==> config.mk <==
export PLATFORM = sky130hd
export DESIGN_NAME = rspwm_setup
export DESIGN_NICKNAME = d
export VERILOG_FILES = /design/src/rspwm_pkg.sv /design/src/rspwm_setup.sv
export SDC_FILE = /design/constraint.sdc
export NUM_CORES = 1
export LEC_CHECK = 0
export BUFFER_PORTS_ARGS = -buffer_cell sky130_fd_sc_hd__buf_2
export CAP_MARGIN = 30
export CORE_ASPECT_RATIO = 0.7
export CORE_MARGIN = 1
export CORE_UTILIZATION = 50
export CTS_BUF_LIST = sky130_fd_sc_hd__clkbuf_4
export DETAILED_ROUTE_END_ITERATION = 16
export PLACE_DENSITY = 0.79
export SYNTH_ARGS = -nofsm -noshare
export SYNTH_HDL_FRONTEND = slang
export SYNTH_SLANG_ARGS = --single-unit
export TNS_END_PERCENT = 10
==> constraint.sdc <==
create_clock -name clk_sys_i -period 2.4 [get_ports clk_sys_i]
set_clock_uncertainty 0.2 [all_clocks]
set_input_delay 0.12 -clock clk_sys_i [delete_from_list [all_inputs] [get_ports clk_sys_i]]
set_output_delay 0.12 -clock clk_sys_i [all_outputs]
set_load 0.01 [all_outputs]
==> src/rspwm_pkg.sv <==
// Shared constants and types of the reset-synchronous PWM timer setup block.
package rspwm_pkg;

	localparam int ADDR_W = 8;
	localparam int DATA_W = 32;

	// Register byte addresses, one aligned word each.
	localparam logic [7:0] OFS_IRQ_MASK  = 8'h00;
	localparam logic [7:0] OFS_IRQ_REQ   = 8'h04;
	localparam logic [7:0] OFS_PRIO_LO   = 8'h08;
	localparam logic [7:0] OFS_PRIO_HI   = 8'h0c;
	localparam logic [7:0] OFS_MODE      = 8'h10;
	localparam logic [7:0] OFS_FUNC_CTRL = 8'h14;
	localparam logic [7:0] OFS_CUTOFF    = 8'h18;
	localparam logic [7:0] OFS_CLK_EN    = 8'h1c;
	// Compare registers: base + 16 * counter + 4 * (A, B, C, D).
	localparam logic [2:0] OFS_CMP_PAGE  = 3'h1;

	// Field positions.
	localparam int CH0_IRQ_BIT     = 1;
	localparam int CNT1_D_BUF_BIT  = 7;
	localparam int CNT1_C_BUF_BIT  = 6;
	localparam int CNT0_D_BUF_BIT  = 5;
	localparam int CNT0_C_BUF_BIT  = 4;
	localparam int LOCKSTEP_BIT    = 0;
	localparam int COUNTER_LVL_BIT = 3;
	localparam int NORMAL_LVL_BIT  = 2;
	localparam int COMB_MODE_LSB   = 0;
	localparam int PIN_A_CUT_LSB   = 6;
	localparam int PIN_B_CUT_LSB   = 4;

	// Writable bits; the others read as zero.
	localparam logic [7:0] MODE_WMASK = 8'hf1;
	localparam logic [7:0] FCR_WMASK  = 8'hcf;

	// Reset values.
	localparam logic [7:0]  RST_IRQ_MASK = 8'hff;
	localparam logic [7:0]  RST_IRQ_REQ  = 8'h00;
	localparam logic [7:0]  RST_PRIO     = 8'hff;
	localparam logic [7:0]  RST_MODE     = 8'h00;
	localparam logic [7:0]  RST_FCR      = 8'h00;
	localparam logic [7:0]  RST_CUTOFF   = 8'h00;
	localparam logic [15:0] RST_CMP      = 16'hffff;

	// Combination mode codes.
	localparam logic [1:0] CMB_TIMER     = 2'h0;
	localparam logic [1:0] CMB_RESET_PWM = 2'h1;
	localparam logic [1:0] CMB_COMP_UF   = 2'h2;
	localparam logic [1:0] CMB_COMP_MA   = 2'h3;

	// Forced cutoff codes.
	localparam logic [1:0] CUT_OFF   = 2'h0;
	localparam logic [1:0] CUT_FLOAT = 2'h1;
	localparam logic [1:0] CUT_LOW   = 2'h2;
	localparam logic [1:0] CUT_HIGH  = 2'h3;

	// One counter's four compare registers.
	typedef struct packed {
		logic [15:0] a;
		logic [15:0] b;
		logic [15:0] c;
		logic [15:0] d;
	} rspwm_cmp_t;

	// Counter events from the counting logic.
	typedef struct packed {
		logic cnt0_match_a;
		logic cnt1_match_a;
		logic cnt1_underflow;
		logic ch0_timer_interrupt;
	} rspwm_ev_t;

	// Levels for the waveform generator.
	typedef struct packed {
		logic en;
		logic normal_active;
		logic counter_active;
	} rspwm_phase_t;

	// One output pin: level and output enable.
	typedef struct packed {
		logic dout;
		logic oe;
	} rspwm_pin_t;

endpackage

==> src/rspwm_setup.sv <==
// Register file, interrupt and output cutoff of the PWM timer setup block.
//
// Our own choices: the placing of the registers and the Avalon-MM slave port.
`timescale 1ns/10ps
`default_nettype none
module rspwm_setup (
	input  wire logic                        clk_sys_i,
	input  wire logic                        rst_n_i,
	input  wire logic [rspwm_pkg::ADDR_W-1:0] avs_address_i,
	input  wire logic                        avs_read_i,
	input  wire logic                        avs_write_i,
	input  wire logic [rspwm_pkg::DATA_W-1:0] avs_writedata_i,
	input  wire logic [3:0]                  avs_byteenable_i,
	output logic      [rspwm_pkg::DATA_W-1:0] avs_readdata_o,
	output logic                             avs_waitrequest_o,
	input  wire rspwm_pkg::rspwm_ev_t        events_i,
	input  wire logic [1:0]                  pwm_wave_i,
	input  wire logic                        cutoff_req_i,
	output logic                             irq_o,
	output logic      [1:0]                  irq_level_o,
	output logic                             lockstep_o,
	output logic      [1:0]                  comb_mode_o,
	output rspwm_pkg::rspwm_phase_t          phase_o,
	output rspwm_pkg::rspwm_cmp_t            cnt0_cmp_o,
	output rspwm_pkg::rspwm_cmp_t            cnt1_cmp_o,
	output rspwm_pkg::rspwm_pin_t            ch0_pin_a_o,
	output rspwm_pkg::rspwm_pin_t            ch0_pin_b_o
);
	import rspwm_pkg::*;

	logic [7:0]  mask_q;
	logic [7:0]  req_q;
	logic [7:0]  req_d;
	logic [7:0]  prio_lo_q;
	logic [7:0]  prio_hi_q;
	logic [7:0]  mode_q;
	logic [7:0]  fcr_q;
	logic [7:0]  cutoff_q;
	logic        clk_en_q;
	logic        wait_q;
	logic        acc;
	logic        wr;
	logic        rd;
	logic [31:0] rd_d;
	logic [1:0]  xfer;
	logic [1:0]  cmb;
	rspwm_cmp_t  cmp_q [2];

	// One wait cycle on every access gives time to register read data.
	assign acc = (avs_read_i | avs_write_i) & ~wait_q;
	assign wr  = acc & avs_write_i;
	assign rd  = acc & avs_read_i;
	assign cmb = fcr_q[COMB_MODE_LSB +: 2];

	// Byte-lane merge of one 16-bit compare register.
	function automatic logic [15:0] merge16(input logic [15:0] old,
		input logic [31:0] wd, input logic [3:0] be);
		logic [15:0] r;
		r = old;
		if (be[0]) begin
			r[7:0] = wd[7:0];
		end
		if (be[1]) begin
			r[15:8] = wd[15:8];
		end
		return r;
	endfunction

	// Wait state toggles low for exactly the completing cycle.
	always_ff @(posedge clk_sys_i or negedge rst_n_i) begin
		if (!rst_n_i) begin
			wait_q <= 1'b1;
		end else begin
			wait_q <= ~((avs_read_i | avs_write_i) & wait_q);
		end
	end

	// Read data is captured in the first cycle and stands for the second.
	always_comb begin
		rd_d = 32'h0000_0000;
		unique case (avs_address_i)
			OFS_IRQ_MASK:  rd_d[7:0] = mask_q;
			OFS_IRQ_REQ:   rd_d[7:0] = req_q;
			OFS_PRIO_LO:   rd_d[7:0] = prio_lo_q;
			OFS_PRIO_HI:   rd_d[7:0] = prio_hi_q;
			OFS_MODE:      rd_d[7:0] = mode_q;
			OFS_FUNC_CTRL: rd_d[7:0] = fcr_q;
			OFS_CUTOFF:    rd_d[7:0] = cutoff_q;
			OFS_CLK_EN:    rd_d[0]   = clk_en_q;
			default: begin
				if (avs_address_i[7:5] == OFS_CMP_PAGE &&
					avs_address_i[1:0] == 2'h0) begin
					unique case (avs_address_i[3:2])
						2'h0: rd_d[15:0] = cmp_q[avs_address_i[4]].a;
						2'h1: rd_d[15:0] = cmp_q[avs_address_i[4]].b;
						2'h2: rd_d[15:0] = cmp_q[avs_address_i[4]].c;
						2'h3: rd_d[15:0] = cmp_q[avs_address_i[4]].d;
					endcase
				end
			end
		endcase
	end

	always_ff @(posedge clk_sys_i or negedge rst_n_i) begin
		if (!rst_n_i) begin
			avs_readdata_o <= 32'h0000_0000;
		end else if (avs_read_i && wait_q) begin
			avs_readdata_o <= rd_d;
		end
	end

	// Interrupt controller registers stay alive while the timer is gated.
	always_ff @(posedge clk_sys_i or negedge rst_n_i) begin
		if (!rst_n_i) begin
			mask_q    <= RST_IRQ_MASK;
			prio_lo_q <= RST_PRIO;
			prio_hi_q <= RST_PRIO;
			clk_en_q  <= 1'b0;
		end else if (wr && avs_byteenable_i[0]) begin
			unique case (avs_address_i)
				OFS_IRQ_MASK: mask_q    <= avs_writedata_i[7:0];
				OFS_PRIO_LO:  prio_lo_q <= avs_writedata_i[7:0];
				OFS_PRIO_HI:  prio_hi_q <= avs_writedata_i[7:0];
				OFS_CLK_EN:   clk_en_q  <= avs_writedata_i[0];
				default: begin
				end
			endcase
		end
	end

	// Request flags: a completed read or a write of 0 clears them.
	always_comb begin
		req_d = req_q;
		if (acc && avs_address_i == OFS_IRQ_REQ) begin
			if (rd) begin
				req_d = 8'h00;
			end else if (avs_byteenable_i[0]) begin
				req_d = req_q & avs_writedata_i[7:0];
			end
		end
		// The set wins over a clear in one cycle, so no event is lost.
		if (events_i.ch0_timer_interrupt) begin
			req_d[CH0_IRQ_BIT] = 1'b1;
		end
	end

	// The flag register itself.
	always_ff @(posedge clk_sys_i or negedge rst_n_i) begin
		if (!rst_n_i) begin
			req_q <= RST_IRQ_REQ;
		end else begin
			req_q <= req_d;
		end
	end

	// Interrupt line follows one cycle behind the flags, level one cycle behind the priority bits.
	always_ff @(posedge clk_sys_i or negedge rst_n_i) begin
		if (!rst_n_i) begin
			irq_o       <= 1'b0;
			irq_level_o <= 2'h3;
		end else begin
			irq_o <= req_q[CH0_IRQ_BIT] & ~mask_q[CH0_IRQ_BIT];
			irq_level_o <= {prio_hi_q[CH0_IRQ_BIT],
				prio_lo_q[CH0_IRQ_BIT]};
		end
	end

	// Timer registers: cleared and write-protected while the clock is off.
	always_ff @(posedge clk_sys_i or negedge rst_n_i) begin
		if (!rst_n_i) begin
			mode_q   <= RST_MODE;
			fcr_q    <= RST_FCR;
			cutoff_q <= RST_CUTOFF;
		end else if (!clk_en_q) begin
			mode_q   <= RST_MODE;
			fcr_q    <= RST_FCR;
			cutoff_q <= RST_CUTOFF;
		end else if (wr && avs_byteenable_i[0]) begin
			unique case (avs_address_i)
				OFS_MODE:      mode_q   <= avs_writedata_i[7:0] & MODE_WMASK;
				OFS_FUNC_CTRL: fcr_q    <= avs_writedata_i[7:0] & FCR_WMASK;
				OFS_CUTOFF:    cutoff_q <= avs_writedata_i[7:0];
				default: begin
				end
			endcase
		end
	end

	// Buffer transfer moments depend on the combination mode.
	always_comb begin
		unique case (cmb)
			CMB_TIMER: xfer = {events_i.cnt1_match_a,
				events_i.cnt0_match_a};
			CMB_RESET_PWM: xfer = {2{events_i.cnt0_match_a}};
			CMB_COMP_UF:   xfer = {2{events_i.cnt1_underflow}};
			CMB_COMP_MA:   xfer = {2{events_i.cnt0_match_a}};
		endcase
	end

	// Compare registers per counter; a transfer beats a bus write to A/B.
	for (genvar k = 0; k < 2; k++) begin : g_cnt
		logic buf_c;
		logic buf_d;
		logic hit;
		// Counter 0 uses bits 4/5, counter 1 bits 6/7.
		assign buf_c = mode_q[CNT0_C_BUF_BIT + 2 * k];
		assign buf_d = mode_q[CNT0_D_BUF_BIT + 2 * k];
		assign hit = wr && clk_en_q && avs_address_i[7:5] == OFS_CMP_PAGE
			&& avs_address_i[4] == 1'(k) && avs_address_i[1:0] == 2'h0;
		always_ff @(posedge clk_sys_i or negedge rst_n_i) begin
			if (!rst_n_i) begin
				cmp_q[k] <= {4{RST_CMP}};
			end else if (!clk_en_q) begin
				cmp_q[k] <= {4{RST_CMP}};
			end else begin
				if (hit) begin
					unique case (avs_address_i[3:2])
						2'h0: cmp_q[k].a <= merge16(cmp_q[k].a,
							avs_writedata_i, avs_byteenable_i);
						2'h1: cmp_q[k].b <= merge16(cmp_q[k].b,
							avs_writedata_i, avs_byteenable_i);
						2'h2: cmp_q[k].c <= merge16(cmp_q[k].c,
							avs_writedata_i, avs_byteenable_i);
						2'h3: cmp_q[k].d <= merge16(cmp_q[k].d,
							avs_writedata_i, avs_byteenable_i);
					endcase
				end
				if (xfer[k] && buf_c) begin
					cmp_q[k].a <= cmp_q[k].c;
				end
				if (xfer[k] && buf_d) begin
					cmp_q[k].b <= cmp_q[k].d;
				end
			end
		end
	end

	assign cnt0_cmp_o = cmp_q[0];
	assign cnt1_cmp_o = cmp_q[1];

	// Mode outputs toward the counting and waveform logic.
	always_ff @(posedge clk_sys_i or negedge rst_n_i) begin
		if (!rst_n_i) begin
			lockstep_o  <= 1'b0;
			comb_mode_o <= CMB_TIMER;
			phase_o     <= '0;
		end else begin
			lockstep_o  <= mode_q[LOCKSTEP_BIT];
			comb_mode_o <= cmb;
			// Levels only mean something in the three modes other than timer mode.
			phase_o.en <= (cmb != CMB_TIMER);
			phase_o.normal_active <= (cmb != CMB_TIMER) &&
				fcr_q[NORMAL_LVL_BIT];
			phase_o.counter_active <= (cmb != CMB_TIMER) &&
				fcr_q[COUNTER_LVL_BIT];
		end
	end

	// Forced cutoff per pin; pins float while the clock is off.
	for (genvar p = 0; p < 2; p++) begin : g_pin
		logic [1:0] fld;
		rspwm_pin_t pin_q;
		assign fld = (p == 0) ? cutoff_q[PIN_A_CUT_LSB +: 2]
			: cutoff_q[PIN_B_CUT_LSB +: 2];
		always_ff @(posedge clk_sys_i or negedge rst_n_i) begin
			if (!rst_n_i) begin
				pin_q <= '0;
			end else if (!clk_en_q) begin
				pin_q <= '0;
			end else if (!cutoff_req_i || fld == CUT_OFF) begin
				pin_q <= '{dout: pwm_wave_i[p], oe: 1'b1};
			end else begin
				unique case (fld)
					CUT_FLOAT: pin_q <= '{dout: 1'b0, oe: 1'b0};
					CUT_LOW:   pin_q <= '{dout: 1'b0, oe: 1'b1};
					default:   pin_q <= '{dout: 1'b1, oe: 1'b1};
				endcase
			end
		end
	end

	assign ch0_pin_a_o = g_pin[0].pin_q;
	assign ch0_pin_b_o = g_pin[1].pin_q;

	// Waitrequest is the wait flop itself.
	assign avs_waitrequest_o = wait_q;
endmodule
`default_nettype wire

==> results.yml, run 1 <==
sta:
  hold_viol: 0
  fin_ws_ns: 0.0799
  fin_crit_ns: 2.32
  max_clock_freq_ghz: 0.431
  slew-limit-headroom_pct: 59.4
  rsz0062_at_grt: "false"
  finalSetupTns_ns: 0
  slew_violations: 0
  timing.final.crit_share_pct: 96.7
  setup_viol: 0
  tightest_slew_ns: 0.609
global_route:
  grt_first_pass_wirelength_um: 56800
  grt_use_total_pct: 32.0
  antenna_found_initial: 1
  grt_pass1_vias: 9871
  grt_util_met1_pct: 45.8
  use_met2_pct: 46.2
  grt_overflow: 0
  grt_max_degree: 56
  grtUsageMet3_pct: 8.27
  busiest_layer: "met2"
logic_synthesis:
  synth_compound_area_share_pct: 13.3
  ys_ff_latch: 210
  postSynthAreaPerCell_sq_um: 10.5
  synth_most_common_cell: "dfstp_2"
  syn_area_sq_um: 11300
  yosysSeqAreaShare_pct: 48.3
  muxShareOfSynthArea_pct: 16.6
  synth_area_leaders: "dfstp_2, dfrtp_1, mux2_2"
  synth_fa_ha_area_share_pct: 0.444
  yosysUniqueCellTypes: 58
  synth_ff_type: "dfstp_2"
  yosys.area_share.simple_pct: 17.0
  synth_common_cells: "dfstp_2, nor2_1, a21oi_1"
  synth_xor_area_share_pct: 0
  yosysWarnings: 0
  synth_top_family_by_area: "simple AND/OR/NAND/NOR gates"
  async_flop_share_pct: 100
  synth_top_area_share_pct: 36.1
  synth_area_leader_cell: "dfstp_2"
  synth_edf_count: 0
  synth_cells: 1074
cells_and_area:
  layout.nets: 1430
  final_util_pct: 64.5
  design_area_sq_um: 14100
  nFillCells: 1717
  area_growth_pct: 25.3
  final_layout_size_suffix_gt1_share_pct: 44.2
clock_tree:
  clk-insertion-delay-late_ns: 0.69
  cts_tree: "built"
  clkTransAtPathRegs_ns: 0.07
  cts-root-buf: "clkbuf_4"
  cts_buffers: 54
  numClockSinks: 210
  cts_buffer_depth: 3
  htree_levels: 2
detailed_routing:
  drc: 0
  dr_total_vias: 10200
  vias_per_cell: 6.02
  first_pass_iters: 5
  drtAntennaViolNets: 0
  wirelength_um: 36900
  routedWlPerCell_um: 21.8
  drt-initial-drc-count: 1183
die:
  die_area_sq_um: 23200
  rows: 45
  ios: 229
  core_area_sq_um: 21900
  die_x_um: 182
  initial_utilization_pct: 51.5
  die_y_um: 128
critical_path:
  reg2reg_slack_ns: 0.08
  reg2reg_depth: 7
  critPathRequiredTime_ns: 2.79
  endpoint_kind: "flop"
  crit_path_start_kind: "flop"
  path_class: "flop to flop"
  path_max_fanout: 15
  critical_path_arrival_ns: 2.71
min_path:
  holdPathStages: 4
  hold_class: "input pin to flop"
pwr:
  leakage_nw: 5.61
  finalPower_mw: 7.70
  pwr-share-seq_pct: 47.3
  clkPwrFrac_pct: 44.5
  p_comb_share_pct: 8.2
  internal-power_mw: 5.73
  p_sw_mw: 1.96
  power.density_nw_per_um2: 545
  switching_share_pct: 25.5
  ir_drop_uv: 327
place:
  dpl-instance-area_sq_um: 12800
  place_congestion: 0.950
  dp_hpwl_um: 25300
  pre_cts_slack_ns: 0.196
  io_buffers: 194
outcome:
  status: "complete, no violations"
job:
  drv_cap: 0
==> stage by stage <==
| stage | instances | hold slack (ns) |
|---|---|---|
| floorplan | 1089 | -0.376 |
| global placement | 1544 | -0.0315 |
| detailed placement | 1544 | -0.0336 |
| CTS | 1693 | 0.104 |
| global route | 1694 | 0.146 |
| finish | 1695 | 0.155 |
==> worst paths after layout <==
kind	endpoint	startpoint
max in group asynchronous	cnt1_cmp_o[37]	rst_n_i
min	cnt0_cmp_o[3]	avs_writedata_i[3]
max	cnt0_cmp_o[62]	fcr_q[1]
max reg2reg	cnt0_cmp_o[62]	fcr_q[1]
min in group asynchronous	irq_level_o[0]	rst_n_i
min reg2reg	irq_level_o[0]	prio_lo_q[1]
==> timing repair <==
| action | in CTS | in global routing |
|---|---|---|
| endpoints found under the setup margin | 0 | 5 |
| setup buffers | 0 | 0 |
| hold endpoints to repair | 367 | 0 |
| hold buffers | 53 | 0 |
| resized for setup | 0 | 2 |
==> cells in the final DEF (no fill, tap or decap), types with 13 or more instances in the layout <==
master,count
buf_2,192
dfstp_2,155
nor2_1,120
clkbuf_4,91
a21oi_1,89
mux2_2,76
buf_4,70
nor2b_1,65
mux2i_1,64
nand2_1,64
dfrtp_1,54
o21ai_0,52
dlygate4sd3_1,52
nand3_1,29
conb_1,16
and2_1,14
nor4bb_1,14
o22ai_1,13
and3_1,13
==> area by class of cell <==
cell class	count	area [sq um]	share of cell area, %
multi-input combinational	776	5400	38.2
clock buffer	91	683	4.83
clock inverter	5	72.6	0.513
inverter	8	30.0	0.212
sequential	210	5450	38.6
antenna	2	5.00	0.0354
timing repair buffer	321	2140	15.1
tap	282	353	2.50
==> sequential cells by signal (all words and copies together), names as in the netlist, 3 cells and up <==
name,count
cnt1_cmp_o,64
phase_o,3
prio_hi_q,8
prio_lo_q,8
mask_q,8
fcr_q,6
mode_q,5
avs_readdata_o,16
cutoff_q,8
cnt0_cmp_o,64
req_q,8
==> critical path: stages, from the launching register on <==
cell and delay (ns):
dfrtp_1 0.38, and2b_1 0.19, mux2i_4 0.21, buf_4 0.22, nor2b_1 0.46, buf_4 0.21, mux2i_1 0.06, mux2_2 0.29
==> per-layer routing <==
layer,part of all wire (%),wire length (um)
met5,0,0
met1,42,15700
met2,43,15900
met3,11,4240
met4,3.1,1160
==> cell families (layout without fill, tap and decap cells) <==
group,after synthesis,count (layout)
compound gates,236,236
mux,161,161
simple gates,359,359
flops,210,210
fa+ha+maj,4,4
other cells,1,18
buf+inv,103,425
==> power groups by stage <==
stage	sequential, mW	clock [mW]	combinational (mW)
floorplan	3.69	0	0.283
global placement	3.69	0	0.544
detailed placement	3.69	0	0.553
CTS	3.64	3.45	0.618
global route	3.64	3.65	0.674
finish	3.64	3.43	0.632
Power figures use the tool's default switching activity.
==> run 2, diff against run 1 <==
--- a/config.mk
+++ b/config.mk
@@ -12,7 +12,7 @@
 export CORE_UTILIZATION = 50
 export CTS_BUF_LIST = sky130_fd_sc_hd__clkbuf_4
 export DETAILED_ROUTE_END_ITERATION = 16
-export PLACE_DENSITY = 0.79
+export PLACE_DENSITY = 0.82
 export SYNTH_ARGS = -nofsm -noshare
 export SYNTH_HDL_FRONTEND = slang
 export SYNTH_SLANG_ARGS = --single-unit
==> constraint.sdc (replaced) <==
create_clock -name clk_sys_i -period 1.88 [get_ports clk_sys_i]
set_clock_uncertainty 0.2 [all_clocks]
set_input_delay 0.094 -clock clk_sys_i [delete_from_list [all_inputs] [get_ports clk_sys_i]]
set_output_delay 0.094 -clock clk_sys_i [all_outputs]
set_load 0.01 [all_outputs]
==> run 2 against run 1 <==
Compared with the run above:
- the run now ends with hold timing, setup timing left
- final cell count grew 2.5%
- critical path depth is the same
- core utilization grew 3.2 points
- critical endpoint is now cnt0_cmp_o[57]
- highest routed layer unchanged
==> results.yml, run 2 (synthesis results as in run 1) <==
die:
  initial_utilization_pct: 51.5
  ios: 229
  die_area_sq_um: 23200
  core_area_sq_um: 21900
  die_x_um: 182
  die_y_um: 128
  rows: 45
cells_and_area:
  final_layout_size_suffix_gt1_share_pct: 48.2
  layout.nets: 1475
  seq_area_sq_um: 5450
  nFillCells: 1585
  layout.cells.most_common_list: "buf_2, dfstp_2, nor2_1"
  design_area_sq_um: 14800
  diodes: 0
  area_growth_pct: 31.5
  final_common_cell: "buf_2"
  multiInputGateArea_sq_um: 5640
clock_tree:
  cts-root-buf: "clkbuf_4"
  htree_levels: 2
  clk-insertion-delay-late_ns: 0.68
  cts_buffers: 51
  numClockSinks: 210
  postCtsHoldBufs: 36
  cts_tree: "built"
  clkTransAtPathRegs_ns: 0.07
  cts_buffer_depth: 3
pwr:
  ir_drop_uv: 373
  leakage_nw: 6.04
  finalPower_mw: 9.30
  power.density_nw_per_um2: 627
critical_path:
  cp_slowest_cell: "dfrtp_1"
  worstPathCellList: "and2b_2, mux2i_4, nand2b_4, buf_6, o311ai_4, buf_12, mux2_4"
  path_class: "flop to flop"
  critPathRequiredTime_ns: 2.26
  endpoint_kind: "flop"
  reg2reg_depth: 7
  max_stage_delay_ns: 0.37
  reg2reg_slack_ns: -0.18
  r2r_start: "fcr_q[0]"
  r2r_end: "cnt0_cmp_o[57]"
  cpLargestDelayFamily: "multiplexers"
  crit_buf_inv: 2
  crit_path_start_kind: "flop"
  critical_path_arrival_ns: 2.44
  path_max_fanout: 8
global_route:
  grt_max_degree: 48
  grt_overflow: 0
  grt_pass1_vias: 10200
  grt_first_pass_wirelength_um: 58000
  antenna_found_initial: 0
  grt_use_total_pct: 32.9
detailed_routing:
  drc: 0
  routedWlPerCell_um: 22.2
  dr_total_vias: 10400
  wirelength_um: 38500
  first_pass_iters: 6
  drtAntennaViolNets: 0
  drt-initial-drc-count: 1199
  vias_per_cell: 6.01
sta:
  slew_violations: 0
  timing.final.crit_share_pct: 109
  rsz0062_at_grt: "true"
  fin_crit_ns: 2.06
  finalSetupTns_ns: -5.22
  hold_viol: 7
  whs_ns: -0.159
  setup_viol: 51
  tightest_slew_ns: 0.549
  fin_ws_ns: -0.178
  max_clock_freq_ghz: 0.486
  slew-limit-headroom_pct: 63.4
outcome:
  status: "complete, but fails checks"
  violations: "hold timing, setup timing"
min_path:
  hold_end: "avs_readdata_o[14]"
  hold_class: "input pin to flop"
  min_from: "avs_address_i[6]"
  holdPathStages: 7
place:
  io_buffers: 194
  place_congestion: 0.948
  dp_hpwl_um: 26900
  pre_cts_slack_ns: -0.312
  dpl-instance-area_sq_um: 13500
job:
  drv_cap: 0
==> run 2: layout make-up <==
class | instances | share of cell area, %
sequential | 210 | 36.8
clock inverter | 19 | 0.515
tap | 282 | 2.38
multi-input combinational | 776 | 38.0
inverter | 8 | 0.202
timing repair buffer | 369 | 18.4
clock buffer | 73 | 3.69
==> run 2: per-layer routing <==
layer	global-route usage, %	wire length (um)	up-vias	part of all wire (%)
met4	11.3	942	0	2.4
met5	0	0	-	0
met3	9.18	4500	111	12
met1	46.2	16000	5095	42
met2	48.9	17100	719	44
li1	-	-	4522	-
==> run 2: how the worst max path moves through the flow <==
| stage | endpoint | cells past startpoint | from | slack (ns) |
|---|---|---|---|---|
| detailed placement | avs_readdata_o[0] | 9 | avs_address_i[6] | -0.31 |
| global placement | cnt0_cmp_o[32] | 6 | fcr_q[1] | -0.16 |
| global route | cnt0_cmp_o[57] | 7 | fcr_q[0] | -0.24 |
| finish | cnt0_cmp_o[57] | 7 | fcr_q[0] | -0.18 |
| CTS | cnt0_cmp_o[62] | 7 | fcr_q[0] | -0.15 |
| floorplan | cnt0_cmp_o[32] | 6 | fcr_q[0] | -0.28 |
==> run 2: power by group <==
part           internal, mW  switching (mW)  total (mW)
Combinational         0.363           0.557       0.920
Clock                  1.79            1.95        3.74
Sequential             4.60          0.0444        4.64
==> run 2: metrics by stage <==
step | utilization [%] | cells
finish | 67.7 | 1737
global route | 67.7 | 1737
CTS | 66.8 | 1735
detailed placement | 61.8 | 1608
global placement | 61.8 | 1608
floorplan | - | 1089
==> run 2: tightest hold or removal path, delay by kind of cell <==
kind / cells / cell delay, ns
buffers and inverters: 2 / 0.24
and+or+nand+nor: 3 / 0.20
AOI/OAI and AO/OA: 2 / 0.15
==> run 2: what timing repair did <==
| action | 4_1_cts | 5_1_grt |
|---|---|---|
| resized for setup | 38 | 55 |
| gates cloned | 0 | 0 |
| buffers inserted | 0 | 2 |
| endpoints found under the hold margin | 411 | 3 |
| endpoints found under the setup margin | 72 | 157 |
| pin swaps | 5 | 4 |
==> run 3, diff against run 2 <==
--- a/config.mk
+++ b/config.mk
@@ -13,6 +13,7 @@
 export CTS_BUF_LIST = sky130_fd_sc_hd__clkbuf_4
 export DETAILED_ROUTE_END_ITERATION = 16
 export PLACE_DENSITY = 0.82
+export REMOVE_ABC_BUFFERS = 1
 export SYNTH_ARGS = -nofsm -noshare
 export SYNTH_HDL_FRONTEND = slang
 export SYNTH_SLANG_ARGS = --single-unit
==> constraint.sdc (replaced) <==
create_clock -name clk_sys_i -period 1.88 [get_ports clk_sys_i]
set_clock_uncertainty 0.2 [all_clocks]
set_input_delay 0.094 -clock clk_sys_i [delete_from_list [all_inputs] [get_ports clk_sys_i]]
set_output_delay 0.094 -clock clk_sys_i [all_outputs]
set_load 0.1 [all_outputs]
==> run 3 against run 2 <==
Compared with the run above:
- combinational power up 43%
- first-iteration DRC count up 51%
- global-route usage up 3.6 points
- the flow finishes with violations (setup timing)
- setup slack worse by 0.063 ns
- final cell count down 0.12%
- flip-flop and latch count unchanged
- wire length up 14%
==> results.yml, run 3 (synthesis results as in run 1) <==
die:
  rows: 45
  initial_utilization_pct: 51.5
  die_area_sq_um: 23200
  ios: 229
  die_x_um: 182
  core_area_sq_um: 21900
  die_y_um: 128
critical_path:
  path_max_fanout: 5
  r2r_end: "cnt1_cmp_o[33]"
  critical_path_arrival_ns: 2.53
  reg2reg_depth: 8
  crit_path_start_kind: "flop"
  reg2reg_slack_ns: -0.24
  endpoint_kind: "flop"
  r2r_start: "avs_waitrequest_o"
  critPathRequiredTime_ns: 2.29
  path_class: "flop to flop"
global_route:
  grt_use_total_pct: 36.5
  grt_overflow: 0
  grt_pass1_vias: 10900
  antenna_found_initial: 1
  grt_max_degree: 47
  grt_first_pass_wirelength_um: 64100
cells_and_area:
  final_cells: 1735
  final_common_cell: "buf_4"
  final_layout_size_suffix_gt1_share_pct: 49.7
  layout.nets: 1471
  area_growth_pct: 36.9
  final_util_pct: 70.5
  nFillCells: 1468
  layout.cells.most_common_list: "buf_4, dfstp_2, nor2_1"
clock_tree:
  cts_buffers: 51
  numClockSinks: 210
  cts_buffer_depth: 3
  clkTransAtPathRegs_ns: 0.08
  clk-insertion-delay-late_ns: 0.69
  cts-root-buf: "clkbuf_4"
  htree_levels: 2
  cts_tree: "built"
pwr:
  pwr-share-seq_pct: 46.3
  internal-power_mw: 7.07
  clkPwrFrac_pct: 40.6
  ir_drop_uv: 390
  finalPower_mw: 10.0
  p_comb_share_pct: 13.1
  power.density_nw_per_um2: 650
  p_sw_mw: 2.96
  switching_share_pct: 29.5
  leakage_nw: 6.42
place:
  pre_cts_slack_ns: -0.262
  post-place-cells: 1599
  place_congestion: 0.938
  dp_hpwl_um: 28100
  io_buffers: 194
job:
  drv_cap: 0
min_path:
  hold_end: "avs_readdata_o[3]"
  min_from: "avs_address_i[3]"
  hold_class: "input pin to flop"
  holdPathStages: 5
sta:
  setup_viol: 139
  max_clock_freq_ghz: 0.472
  fin_ws_ns: -0.240
  hold_viol: 0
  slew_violations: 0
  rsz0062_at_grt: "true"
  slew-limit-headroom_pct: 63.1
  fin_crit_ns: 2.12
  timing.final.crit_share_pct: 113
  tightest_slew_ns: 0.553
detailed_routing:
  drtAntennaViolNets: 0
  routedWlPerCell_um: 25.4
  vias_per_cell: 6.44
  drc: 0
  dr_total_vias: 11200
  drt-initial-drc-count: 1806
  wirelength_um: 44000
  first_pass_iters: 6
outcome:
  status: "complete, but fails checks"
  violations: "setup timing"
==> run 3: metrics by stage <==
stage,hold WS [ns],instance area (sq um),TNS (ns)
after global placement,-0.123,13400,-11.06
after floorplan,-0.402,10900,-140.48
after detailed placement,-0.121,13400,-15.98
final,0.000983,15400,-14.70
after CTS,0.00146,15000,-4.78
after global routing,0.0306,15400,-15.37
==> run 3: what timing repair did <==
action | in CTS | in global routing
setup buffers | 4 | 2
pin swaps | 8 | 8
setup endpoints to repair | 214 | 201
hold endpoints to repair | 410 | 3
hold buffers | 35 | 1
gates cloned | 0 | 1
resized for setup | 186 | 125
==> run 3: cell type report <==
type	count	area, sq um	share of cell area, %
Antenna cell	1	2.50	0.0162
Clock buffer	82	616	3.99
Clock inverter	11	68.8	0.446
Inverter	8	30.0	0.195
Multi-Input combinational cell	776	5710	37.0
Sequential cell	210	5450	35.3
Tap cell	282	353	2.29
Timing Repair Buffer	365	3210	20.8
==> run 3: worst max path at each step <==
stage | from | endpoint | slack [ns] | cells past startpoint
finish | avs_waitrequest_o | cnt1_cmp_o[33] | -0.24 | 8
global route | avs_waitrequest_o | cnt1_cmp_o[33] | -0.23 | 8
CTS | fcr_q[0] | cnt0_cmp_o[45] | -0.13 | 6
detailed placement | avs_address_i[6] | cnt0_cmp_o[63] | -0.26 | 5
global placement | avs_address_i[6] | cnt0_cmp_o[55] | -0.17 | 5
floorplan | clk_en_q | cnt0_cmp_o[20] | -1.30 | 3
==> run 3: power by group through the flow <==
stage | logic, mW | clock network, mW | registers (mW)
floorplan | 0.366 | 0 | 4.96
global placement | 1.14 | 0 | 4.70
detailed placement | 1.15 | 0 | 4.70
CTS | 1.25 | 4.07 | 4.63
global route | 1.35 | 4.33 | 4.64
finish | 1.32 | 4.07 | 4.64
==> run 3: metal layers <==
layer / wire length [um] / GRT usage (%) / vias up / share of wire, %
met5: 0 / 0 / - / 0
met4: 2020 / 17.0 / 0 / 4.6
met3: 6820 / 11.3 / 238 / 15
met2: 18900 / 51.9 / 1041 / 43
met1: 16300 / 50.9 / 5378 / 37
li1: - / - / 4513 / -
==> run 3: critical path, stage by stage, from the launching register on <==
cell and delay [ns]:
dfstp_2 0.60, buf_6 0.12, and4b_1 0.21, nand4_1 0.17
buf_6 0.18, buf_4 0.12, mux2_4 0.28, nor2_1 0.08
o21ai_1 0.07
